[config.mk]
export PLATFORM = sky130hd
export DESIGN_NAME = fg_measure
export DESIGN_NICKNAME = d
export VERILOG_FILES = /design/src/hw/fg_pkg.sv /design/src/hw/fg_measure.sv
export VERILOG_INCLUDE_DIRS = /design/src /design/src/hw
export SDC_FILE = /design/constraint.sdc
export NUM_CORES = 2
export LEC_CHECK = 0
export ABC_AREA = 1
export BUFFER_PORTS_ARGS = -buffer_cell sky130_fd_sc_hd__buf_2
export CAP_MARGIN = 20
export CORE_MARGIN = 2
export CORE_UTILIZATION = 56
export DETAILED_ROUTE_END_ITERATION = 10
export GPL_TIMING_DRIVEN = 0
export PLACE_DENSITY = 0.82
export SYNTH_ARGS = -nofsm -noshare
export SYNTH_HDL_FRONTEND = slang
export SYNTH_SLANG_ARGS = --single-unit
export TNS_END_PERCENT = 20
[constraint.sdc]
create_clock -name clk -period 25.7 [get_ports clk]
set_clock_uncertainty 0.15 [all_clocks]
set_input_delay 5.14 -clock clk [delete_from_list [all_inputs] [get_ports clk]]
set_output_delay 5.14 -clock clk [all_outputs]
set_load 0.01 [all_outputs]
[src/hw/fg_defs.svh]
// register offsets, field positions, reset values and timing figures of the gauge
`ifndef FG_DEFS_SVH
`define FG_DEFS_SVH

// ***************************************************************
// register map
// ***************************************************************
`define FG_OFS_CONFIG       8'h01
`define FG_OFS_REL_CAP      8'h02
`define FG_OFS_AUX0         8'h08
`define FG_OFS_AUX1         8'h0A
`define FG_OFS_VOLT         8'h0C
`define FG_OFS_CURR         8'h0E
`define FG_OFS_TEMP         8'h10
`define FG_OFS_LAST_OPEN_CIRCUIT_CAPACITY     8'h16
`define FG_OFS_LEARN_SCALE  8'h17
`define FG_OFS_BIAS         8'h33
`define FG_OFS_INIT_SCALE   8'h7A

// ***************************************************************
// fields and reset values
// ***************************************************************
`define FG_CFG_TEMP_SEL_BIT 0
`define FG_BIAS_RST         8'h00
`define FG_LEARN_SCALE_RST  8'h00
`define FG_INIT_SCALE_RST   8'h00
`define FG_LAST_OPEN_CIRCUIT_CAPACITY_RST     8'h00
`define FG_REL_CAP_MAX      8'hC8
`define FG_RES_POS_MAX      16'h7FFF
`define FG_RES_NEG_MAX      16'h8000
`define FG_OFFSET_SLOT      10'h3FF
// accumulator span in current-result counts per period, and capacity divisor
`define FG_ACC_LIMIT        32'h1FF5AF5D
`define FG_CAP_DIV          41'h0000FFAE8C

// ***************************************************************
// timing
// ***************************************************************
`define FG_CLK_KHZ          50000
`define FG_T_PERIOD_MS      880
`define FG_T_PRE_US         1000

`endif

[src/hw/fg_pkg.sv]
// types shared by the gauge measurement logic
package fg_pkg;
   typedef enum logic [2:0] {CH_VOLT, CH_AUX0, CH_AUX1, CH_TEMP, CH_CUR, CH_OFFSET} fg_chan_t;
   typedef enum logic [1:0] {ST_IDLE, ST_SETTLE, ST_START, ST_WAIT} fg_state_t;
   typedef enum logic [1:0] {STEP_VOLT, STEP_AUX, STEP_CUR} fg_step_t;
endpackage

[src/hw/fg_measure.sv]
// measurement sequencer, result registers, charge accumulator and relative capacity
// Functional notes
// - voltage result refreshed every 880ms, negative readings stored as 0000h, 1.22mV per count.
// - voltage above full scale reads 7FFFh, never wraps.
// - every 1024th conversion measures offset; voltage keeps its previous value.
// - aux conversions alternate inputs, each refreshed every 1760ms into own register.
// - divider supply switched on before each aux input conversion.
// - temperature result refreshed every 1760ms, 0.125 degC per count.
// - temperature select swaps the second aux slot for the on-die sensor.
// - current positive when sense input below ground, negative above.
// - current result refreshed every 880ms at conversion end, 1.5625uV per count.
// - current saturates at 7FFFh for charge and 8000h for discharge.
// - offset slot takes no current sample; current keeps its previous value.
// - bias added to every raw current sample; sum shown and accumulated.
// - bias is readable, writable, two's complement, resets to 00h, applies next sample.
// - accumulator adds each unblanked biased current at its conversion end, span 204.8mVh.
// - relative capacity in 0.5% steps, clamped between 0% and 100%.
// - capacity recomputed after every current conversion and open-circuit update.
// - capacity is last open-circuit capacity plus accumulator times active scale.
// - scaling factors unsigned, 78.125%/Vh per count.
// - learned scale is zero at power-up, overwritten at every learn.
// - current below blanking threshold leaves accumulator unchanged.
// - conversions start only in active mode; one under way when sleep begins still stores its result.
// - divider supply stays off when temperature occupies the second aux slot.
// - reading a result upper byte freezes the pair until the read ends.
`include "fg_defs.svh"
`timescale 1ns/1ns
`default_nettype none

module fg_measure
   import fg_pkg::*;
#(
   parameter int ADC_W = 20,
   parameter int PERIOD_CYC = `FG_T_PERIOD_MS * `FG_CLK_KHZ,
   parameter int SETTLE_CYC = (`FG_T_PRE_US * `FG_CLK_KHZ + 999) / 1000
) (
   input wire logic clk,
   input wire logic rst_n,
   input wire logic activeMode,
   input wire logic adcDone,
   input wire logic signed [ADC_W-1:0] adcResult,
   input wire logic [7:0] blankThreshold,
   input wire logic ocvUpdate,
   input wire logic [7:0] ocvCapacity,
   input wire logic learnUpdate,
   input wire logic [7:0] learnValue,
   input wire logic [7:0] regAddr,
   input wire logic [7:0] regWrData,
   input wire logic regWrite,
   input wire logic regRead,
   input wire logic regReadEnd,
   output fg_chan_t convChannel,
   output logic convStart,
   output logic dividerSupplyOn,
   output logic [7:0] regRdData
);
   localparam int SW = ADC_W + 2;

   // ***************************************************************
   // state
   // ***************************************************************
   fg_state_t state;
   fg_step_t step;
   logic [31:0] periodCnt;
   logic [31:0] settleCnt;
   logic [9:0] convCount;
   logic offsetSlot;
   logic auxSel;
   logic signed [ADC_W-1:0] offsetCorr;
   logic [15:0] voltage, aux0, aux1, temperature, current;
   logic [7:0] currentBias, initialScale, learnedScale, lastOcv, relCap;
   logic learnedValid, tempSelect, capReq;
   logic signed [31:0] accumulator;
   logic snapValid;
   logic [7:0] snapAddr, snapData;

   // ***************************************************************
   // arithmetic
   // ***************************************************************
   function automatic logic [15:0] sat16(input logic signed [SW-1:0] v);
      if (v > SW'(32'sh7FFF)) begin
         return `FG_RES_POS_MAX;
      end else if (v < -SW'(32'sh8000)) begin
         return `FG_RES_NEG_MAX;
      end else begin
         return v[15:0];
      end
   endfunction

   function automatic logic [7:0] readByte(input logic [7:0] a);
      case (a)
         `FG_OFS_CONFIG: return {7'h00, tempSelect};
         `FG_OFS_REL_CAP: return relCap;
         `FG_OFS_AUX0: return aux0[15:8];
         `FG_OFS_AUX0 + 8'h01: return aux0[7:0];
         `FG_OFS_AUX1: return aux1[15:8];
         `FG_OFS_AUX1 + 8'h01: return aux1[7:0];
         `FG_OFS_VOLT: return voltage[15:8];
         `FG_OFS_VOLT + 8'h01: return voltage[7:0];
         `FG_OFS_CURR: return current[15:8];
         `FG_OFS_CURR + 8'h01: return current[7:0];
         `FG_OFS_TEMP: return temperature[15:8];
         `FG_OFS_TEMP + 8'h01: return temperature[7:0];
         `FG_OFS_LAST_OPEN_CIRCUIT_CAPACITY: return lastOcv;
         `FG_OFS_LEARN_SCALE: return learnedScale;
         `FG_OFS_BIAS: return currentBias;
         `FG_OFS_INIT_SCALE: return initialScale;
         default: return 8'h00;
      endcase
   endfunction

   logic signed [SW-1:0] corrected, curBiased;
   logic [15:0] curSat;
   logic [16:0] curMag;
   logic blanked;
   logic signed [32:0] accSum;
   logic signed [31:0] next_accumulator;
   logic signed [40:0] capProduct, capQuot;
   logic signed [41:0] capSum;
   logic [7:0] next_relCap;
   logic auxNeedsDivider;

   always_comb begin
      corrected = SW'(adcResult) - SW'(offsetCorr);
      // sense below ground is charge, so the differential reading is negated
      curBiased = -corrected + SW'(signed'({currentBias, 4'h0}));
      curSat = sat16(curBiased);
      curMag = curSat[15] ? 17'h00000 - {1'b1, curSat} : {1'b0, curSat};
      blanked = curMag < {5'h00, blankThreshold, 4'h0};
      accSum = 33'(accumulator) + 33'(signed'(curSat));
      if (accSum > $signed(33'(`FG_ACC_LIMIT))) begin
         next_accumulator = `FG_ACC_LIMIT;
      end else if (accSum < -$signed(33'(`FG_ACC_LIMIT))) begin
         next_accumulator = -`FG_ACC_LIMIT;
      end else begin
         next_accumulator = accSum[31:0];
      end
      capProduct = 41'(accumulator) * 41'($signed({1'b0, learnedValid ? learnedScale : initialScale}));
      capQuot = capProduct / $signed(`FG_CAP_DIV);
      capSum = 42'(capQuot) + 42'($signed({1'b0, lastOcv}));
      if (capSum < 42'sh0) begin
         next_relCap = 8'h00;
      end else if (capSum > 42'(`FG_REL_CAP_MAX)) begin
         next_relCap = `FG_REL_CAP_MAX;
      end else begin
         next_relCap = capSum[7:0];
      end
      auxNeedsDivider = (convCount != `FG_OFFSET_SLOT) && !(auxSel && tempSelect);
   end

   // ***************************************************************
   // conversion period timer
   // ***************************************************************
   always_ff @(posedge clk or negedge rst_n) begin
      if (!rst_n) begin
         periodCnt <= 32'h00000000;
      end else if (activeMode) begin
         if (state == ST_IDLE && periodCnt == 32'h00000000) begin
            periodCnt <= 32'(PERIOD_CYC - 1);
         end else if (periodCnt != 32'h00000000) begin
            periodCnt <= periodCnt - 32'h00000001;
         end
      end
   end

   // ***************************************************************
   // sequencer
   // ***************************************************************
   always_ff @(posedge clk or negedge rst_n) begin
      if (!rst_n) begin
         state <= ST_IDLE;
         step <= STEP_VOLT;
         settleCnt <= 32'h00000000;
         convCount <= 10'h000;
         offsetSlot <= 1'b0;
         auxSel <= 1'b0;
         convStart <= 1'b0;
         convChannel <= CH_VOLT;
         dividerSupplyOn <= 1'b0;
      end else begin
         convStart <= 1'b0;
         case (state)
            ST_IDLE: begin
               if (activeMode && periodCnt == 32'h00000000) begin
                  step <= STEP_VOLT;
                  state <= ST_START;
               end
            end
            ST_SETTLE: begin
               if (settleCnt == 32'h00000000) begin
                  state <= ST_START;
               end else begin
                  settleCnt <= settleCnt - 32'h00000001;
               end
            end
            ST_START: begin
               if (!activeMode) begin
                  state <= ST_IDLE;
                  dividerSupplyOn <= 1'b0;
               end else begin
                  convStart <= 1'b1;
                  convCount <= convCount + 10'h001;
                  offsetSlot <= convCount == `FG_OFFSET_SLOT;
                  if (convCount == `FG_OFFSET_SLOT) begin
                     convChannel <= CH_OFFSET;
                  end else if (step == STEP_VOLT) begin
                     convChannel <= CH_VOLT;
                  end else if (step == STEP_CUR) begin
                     convChannel <= CH_CUR;
                  end else if (!auxSel) begin
                     convChannel <= CH_AUX0;
                  end else begin
                     convChannel <= tempSelect ? CH_TEMP : CH_AUX1;
                  end
                  state <= ST_WAIT;
               end
            end
            ST_WAIT: begin
               if (adcDone) begin
                  case (step)
                     STEP_VOLT: begin
                        step <= STEP_AUX;
                        if (auxNeedsDivider) begin
                           dividerSupplyOn <= 1'b1;
                           settleCnt <= 32'(SETTLE_CYC - 1);
                           state <= ST_SETTLE;
                        end else begin
                           state <= ST_START;
                        end
                     end
                     STEP_AUX: begin
                        step <= STEP_CUR;
                        auxSel <= !auxSel;
                        dividerSupplyOn <= 1'b0;
                        state <= ST_START;
                     end
                     default: begin
                        step <= STEP_VOLT;
                        state <= ST_IDLE;
                     end
                  endcase
               end
            end
            default: state <= ST_IDLE;
         endcase
      end
   end

   // ***************************************************************
   // result registers
   // ***************************************************************
   logic storeNow;
   assign storeNow = state == ST_WAIT && adcDone;

   always_ff @(posedge clk or negedge rst_n) begin
      if (!rst_n) begin
         offsetCorr <= '0;
         voltage <= 16'h0000;
         aux0 <= 16'h0000;
         aux1 <= 16'h0000;
         temperature <= 16'h0000;
         current <= 16'h0000;
      end else if (storeNow) begin
         // results hold through the offset slot; only the correction moves
         case (convChannel)
            CH_OFFSET: offsetCorr <= adcResult;
            CH_VOLT: voltage <= corrected[SW-1] ? 16'h0000 : sat16(corrected);
            CH_AUX0: aux0 <= sat16(corrected);
            CH_AUX1: aux1 <= sat16(corrected);
            CH_TEMP: temperature <= sat16(corrected);
            CH_CUR: current <= curSat;
            default: voltage <= voltage;
         endcase
      end
   end

   // ***************************************************************
   // accumulator and capacity
   // ***************************************************************
   logic curStore;
   assign curStore = storeNow && convChannel == CH_CUR;

   always_ff @(posedge clk or negedge rst_n) begin
      if (!rst_n) begin
         accumulator <= 32'sh00000000;
         lastOcv <= `FG_LAST_OPEN_CIRCUIT_CAPACITY_RST;
      end else if (ocvUpdate) begin
         // the count restarts from each open-circuit point
         accumulator <= 32'sh00000000;
         lastOcv <= ocvCapacity;
      end else if (curStore && !blanked) begin
         accumulator <= next_accumulator;
      end
   end

   always_ff @(posedge clk or negedge rst_n) begin
      if (!rst_n) begin
         capReq <= 1'b0;
         relCap <= 8'h00;
      end else begin
         capReq <= curStore || ocvUpdate;
         if (capReq) begin
            relCap <= next_relCap;
         end
      end
   end

   always_ff @(posedge clk or negedge rst_n) begin
      if (!rst_n) begin
         learnedScale <= `FG_LEARN_SCALE_RST;
         learnedValid <= 1'b0;
      end else if (learnUpdate) begin
         learnedScale <= learnValue;
         learnedValid <= 1'b1;
      end
   end

   // ***************************************************************
   // register port
   // ***************************************************************
   always_ff @(posedge clk or negedge rst_n) begin
      if (!rst_n) begin
         currentBias <= `FG_BIAS_RST;
         initialScale <= `FG_INIT_SCALE_RST;
         tempSelect <= 1'b0;
      end else if (regWrite) begin
         case (regAddr)
            `FG_OFS_BIAS: currentBias <= regWrData;
            `FG_OFS_INIT_SCALE: initialScale <= regWrData;
            `FG_OFS_CONFIG: tempSelect <= regWrData[`FG_CFG_TEMP_SEL_BIT];
            default: tempSelect <= tempSelect;
         endcase
      end
   end

   always_ff @(posedge clk or negedge rst_n) begin
      if (!rst_n) begin
         snapValid <= 1'b0;
         snapAddr <= 8'h00;
         snapData <= 8'h00;
         regRdData <= 8'h00;
      end else begin
         if (regReadEnd) begin
            snapValid <= 1'b0;
         end else if (regRead && regAddr >= `FG_OFS_AUX0 && regAddr <= `FG_OFS_TEMP && !regAddr[0]) begin
            snapValid <= 1'b1;
            snapAddr <= regAddr | 8'h01;
            snapData <= readByte(regAddr | 8'h01);
         end
         if (regRead) begin
            regRdData <= (snapValid && regAddr == snapAddr) ? snapData : readByte(regAddr);
         end
      end
   end

   // ***************************************************************
   // checks
   // ***************************************************************
   temp_no_divider_a: assert property (@(posedge clk) disable iff (!rst_n)
      convStart && convChannel == CH_TEMP |-> !dividerSupplyOn) else $error("divider on in temperature slot");
   aux_divider_on_a: assert property (@(posedge clk) disable iff (!rst_n)
      convStart && (convChannel == CH_AUX0 || convChannel == CH_AUX1) |-> dividerSupplyOn)
      else $error("aux conversion without divider supply");
   offset_hold_a: assert property (@(posedge clk) disable iff (!rst_n)
      storeNow && convChannel == CH_OFFSET |=> $stable(voltage) && $stable(current))
      else $error("result changed in offset slot");
   blank_hold_a: assert property (@(posedge clk) disable iff (!rst_n)
      curStore && blanked && !ocvUpdate |=> $stable(accumulator)) else $error("blanked sample accumulated");
   acc_span_a: assert property (@(posedge clk) disable iff (!rst_n)
      accumulator <= $signed(`FG_ACC_LIMIT) && accumulator >= -$signed(`FG_ACC_LIMIT))
      else $error("accumulator out of span");
   relcap_range_a: assert property (@(posedge clk) disable iff (!rst_n)
      relCap <= `FG_REL_CAP_MAX) else $error("relative capacity above full");
   relcap_update_a: assert property (@(posedge clk) disable iff (!rst_n)
      curStore ##1 !ocvUpdate |=> relCap == $past(next_relCap)) else $error("capacity not recomputed");
   sleep_idle_a: assert property (@(posedge clk) disable iff (!rst_n)
      !activeMode |=> !convStart) else $error("conversion started in sleep");
   learn_zero_a: assert property (@(posedge clk) disable iff (!rst_n)
      !learnedValid |-> learnedScale == 8'h00) else $error("learned scale not zero before learn");
endmodule

`default_nettype wire

==> impl_metrics.env <==
export IMPL_rsz0062_at_grt="true"
export IMPL_num_nets_final=8574
export IMPL_detail_route_wirelength_um=151900
export IMPL_largest_buffer_count_on_any_clock_path=3
export IMPL_die_footprint_mm2=0.09155
export IMPL_global_route_usage_total=0.3159
export IMPL_synth_most_common_cell="sky130_fd_sc_hd__nand2_1"
export IMPL_grt_pass1_wl_um=239300
export IMPL_area_growth_syn_to_layout_pct=16.73
export IMPL_ios=82
export IMPL_coreArea_mm2=0.08837
export IMPL_count_of_filler_cells_inserted_in_the_layout=7656
export IMPL_firstDrtPassIters=7
export IMPL_cp_end_kind="flip-flop"
export IMPL_synthDistinctLibCells=86
export IMPL_synth_top_cells_by_area="sky130_fd_sc_hd__nand2_1 15%, sky130_fd_sc_hd__dfrtp_1 14%, sky130_fd_sc_hd__inv_1 8.5%, sky130_fd_sc_hd__fa_1 8.1%, sky130_fd_sc_hd__nand3_1 6.1%"
export IMPL_period_needed_ns=25.83
export IMPL_synth_top_cell_area_share=0.1460
export IMPL_clkTransAtPathRegs_ns=0.07
export IMPL_critPathLaunchType="flip-flop"
export IMPL_postLayoutCoreUtil=0.6594
export IMPL_hold_violations=0
export IMPL_crit_path_max_fanout=10
export IMPL_setup_tns_ns=-0.8791
export IMPL_insertion_delay_to_the_later_sink_of_the_worst_skew_pair_ns=0.59
export IMPL_worst_setup_path_start="learnedValid$_DFFE_PN0P_"
export IMPL_synthesis_area_per_instance_um2=6.445
export IMPL_slew_viol_final=0
export IMPL_min_period_over_period=1.005
export IMPL_synth_sequential_area_ratio=0.1424
export IMPL_post_route_cells_drive_above_1_share=0.2625
export IMPL_io_buffers=77
export IMPL_clock_sinks=284
export IMPL_worstPathRequired_ns=26.02
export IMPL_effective_utilization_at_floorplan=0.5649
export IMPL_run_status="complete, but fails checks"
export IMPL_max_cap_violations=0
export IMPL_dp_wirelength_um=118300
export IMPL_vias=51700
export IMPL_type_of_the_worst_min_delay_path="reg -> reg"
export IMPL_synth_seq_cells=284
export IMPL_critical_path_top_cell_by_count="sky130_fd_sc_hd__nand2_2"
export IMPL_drt_wirelength_per_cell_um=16.30
export IMPL_tritoncts_clock_tree="built"
export IMPL_die_w_um=302.6
export IMPL_violated_checks="negative setup slack"
export IMPL_mappedNetlistNets=8188
export IMPL_setup_slack_ns=-0.1280
export IMPL_global_route_overflow_total=0
export IMPL_timing_hold_worst_path_depth=1
export IMPL_antenna_found_initial=2
export IMPL_synth_edff_count=0
export IMPL_gp_congestion=0.9821
export IMPL_initialDrtViolationCount=4778
export IMPL_fin_cells=9322
export IMPL_worstRegToRegCells=211
export IMPL_cts_htree_levels=1
export IMPL_dp_cells=8991
export IMPL_grt_pass1_vias=48420
export IMPL_rr_startpoint="learnedValid$_DFFE_PN0P_"
export IMPL_hold_slack_ns=0.3207
export IMPL_ctsRootBufferMaster="sky130_fd_sc_hd__clkbuf_16"
export IMPL_critical_path_class="reg -> reg"
export IMPL_finalSetupViolations=8
export IMPL_numCtsBuffers=27
export IMPL_synth_yosys_warnings=0
export IMPL_worst_path_largest_cell_delay_ns=0.55
export IMPL_hold_path_startpoint="convCount[4]$_DFFE_PN0P_"
export IMPL_cts_hold_buffers=0
export IMPL_synth_cell_area_mm2=0.04992
export IMPL_synthesized_instance_count=7745
export IMPL_vias_per_cell=5.545
export IMPL_row_count=109
export IMPL_fmax_mhz=38.72
export IMPL_synth_async_sr_flop_share=1.000
export IMPL_synth_top_area_cell="sky130_fd_sc_hd__nand2_1"
export IMPL_tightestPinTransition_ns=1.470
export IMPL_cp_slowest_cell="sky130_fd_sc_hd__fa_1"
export IMPL_drc=0
export IMPL_final_antenna_net_count=0
export IMPL_most_used_flip_flop_cell_after_synthesis="sky130_fd_sc_hd__dfrtp_1"
export IMPL_synth_top_cells_by_count="1,942 x sky130_fd_sc_hd__nand2_1, 1,136 x sky130_fd_sc_hd__inv_1, 781 x sky130_fd_sc_hd__nor2_1, 611 x sky130_fd_sc_hd__nand3_1, 467 x sky130_fd_sc_hd__nand2_2"
export IMPL_grt_max_degree=124
export IMPL_arrival_ns=26.15
export IMPL_dieHeight_um=302.6
export IMPL_relSlewSlack=0.01985
==> flip-flops by register name, indices dropped and copies added, names as in the netlist, 8 cells and up <==
signal        count
lastOcv           8
convCount        10
current          16
snapAddr          8
currentBias       8
periodCnt        32
regRdData         8
temperature      16
aux0             16
initialScale      8
snapData          8
accumulator      32
voltage          16
aux1             16
settleCnt        32
offsetCorr       20
learnedScale      8
relCap            8
==> kinds of logic (layout without fill, tap and decap cells) <==
group                    count (synthesis)  count (layout)  share of synthesized area
AND/OR/NAND/NOR                       4677            4680                     0.4813
buffers and inverters                 1435            1839                     0.1263
AO/OA/AOI/OAI                          769             769                    0.08931
adder cells (fa/ha/maj)                374             374                     0.1240
flip-flops                             284             284                     0.1424
XOR/XNOR                               204             204                    0.03624
multiplexers                             2               2                  0.0004511
other                                    0               5                          0
==> worst paths after layout <==
check                                              to  slack, ns
max                             relCap[6]$_DFFE_PN0P_      -0.13
min                          convCount[4]$_DFFE_PN0P_       0.32
max reg2reg                     relCap[6]$_DFFE_PN0P_      -0.13
min reg2reg                  convCount[4]$_DFFE_PN0P_       0.32
max in group asynchronous     snapData[3]$_DFFE_PN0P_      19.57
min in group asynchronous  offsetCorr[14]$_DFFE_PN0P_       4.29
==> critical path, delay by kind of cell (launching register included) <==
| kind | cells | cell delay, ns |
|---|---|---|
| and+or+nand+nor | 151 | 15.57 |
| adders and majority gates | 6 | 2.67 |
| xor gates and xnor gates | 2 | 0.64 |
| buffers and inverters | 48 | 5.37 |
| DFF | 1 | 0.45 |
| AOI/OAI and AO/OA | 4 | 0.76 |
==> stage by stage <==
step | instance area (um^2) | setup WS (ns)
floorplan | 49920 | 2.062
global placement | 51760 | -2.882
detailed placement | 51860 | -3.210
CTS | 55160 | -0.04055
global route | 58260 | -1.492
finish | 58270 | -0.1280
==> repair_timing <==
item	in CTS	in global routing
gates cloned	12	10
pin swaps	115	252
setup buffers	108	147
resized for setup	265	472
setup endpoints to repair	8	8
==> cell type report <==
class / instances / area, um^2 / area share
well taps: 1165 / 1458 / 0.02502
inverters: 1292 / 5017 / 0.08610
plain buffers: 142 / 1541 / 0.02645
clock inverters: 20 / 335.3 / 0.005755
clock buffers: 30 / 696.9 / 0.01196
flip-flops and latches: 284 / 7108 / 0.1220
repair buffers: 355 / 3062 / 0.05254
diodes: 5 / 12.51 / 0.0002147
multi-input cells: 6029 / 39040 / 0.6700
==> placed cells by master (no fill, tap or decap), types with 19 or more instances in the layout <==
cell type / instances
sky130_fd_sc_hd__inv_2: 127
sky130_fd_sc_hd__nand3_2: 160
sky130_fd_sc_hd__nand2_8: 22
sky130_fd_sc_hd__o211ai_1: 31
sky130_fd_sc_hd__nand3_1: 561
sky130_fd_sc_hd__ha_4: 20
sky130_fd_sc_hd__buf_2: 78
sky130_fd_sc_hd__o21bai_1: 19
sky130_fd_sc_hd__nor2_1: 684
sky130_fd_sc_hd__a21oi_2: 23
sky130_fd_sc_hd__o21ai_2: 23
sky130_fd_sc_hd__buf_4: 246
sky130_fd_sc_hd__buf_12: 45
sky130_fd_sc_hd__nor2_2: 119
sky130_fd_sc_hd__buf_6: 27
sky130_fd_sc_hd__a31oi_1: 19
sky130_fd_sc_hd__nor2_4: 150
sky130_fd_sc_hd__ha_1: 145
sky130_fd_sc_hd__nand2_4: 305
sky130_fd_sc_hd__dfrtp_1: 283
sky130_fd_sc_hd__xnor2_1: 28
sky130_fd_sc_hd__nor3_1: 83
sky130_fd_sc_hd__nand3_4: 35
sky130_fd_sc_hd__nand2_2: 537
sky130_fd_sc_hd__inv_4: 19
sky130_fd_sc_hd__nand3b_1: 27
sky130_fd_sc_hd__fa_1: 199
sky130_fd_sc_hd__nor4_1: 33
sky130_fd_sc_hd__o22ai_1: 50
sky130_fd_sc_hd__o21ai_0: 267
sky130_fd_sc_hd__xor2_1: 168
sky130_fd_sc_hd__clkbuf_1: 50
sky130_fd_sc_hd__a21oi_1: 231
sky130_fd_sc_hd__nand4_1: 106
sky130_fd_sc_hd__clkbuf_16: 37
sky130_fd_sc_hd__nand2_1: 1809
sky130_fd_sc_hd__inv_1: 1105
==> per-layer routing <==
metal  global-route usage  up-vias  wire [um]
met5                    0        -          0
met2               0.5387     1837      72220
met1               0.4146    24320      63930
met4               0.1047        0       5620
met3              0.03867      354      10140
li1                     -    25180          -
Power is not shown: default switching activity piles up to over one toggle a cycle in this logic, so the estimate is an artifact.
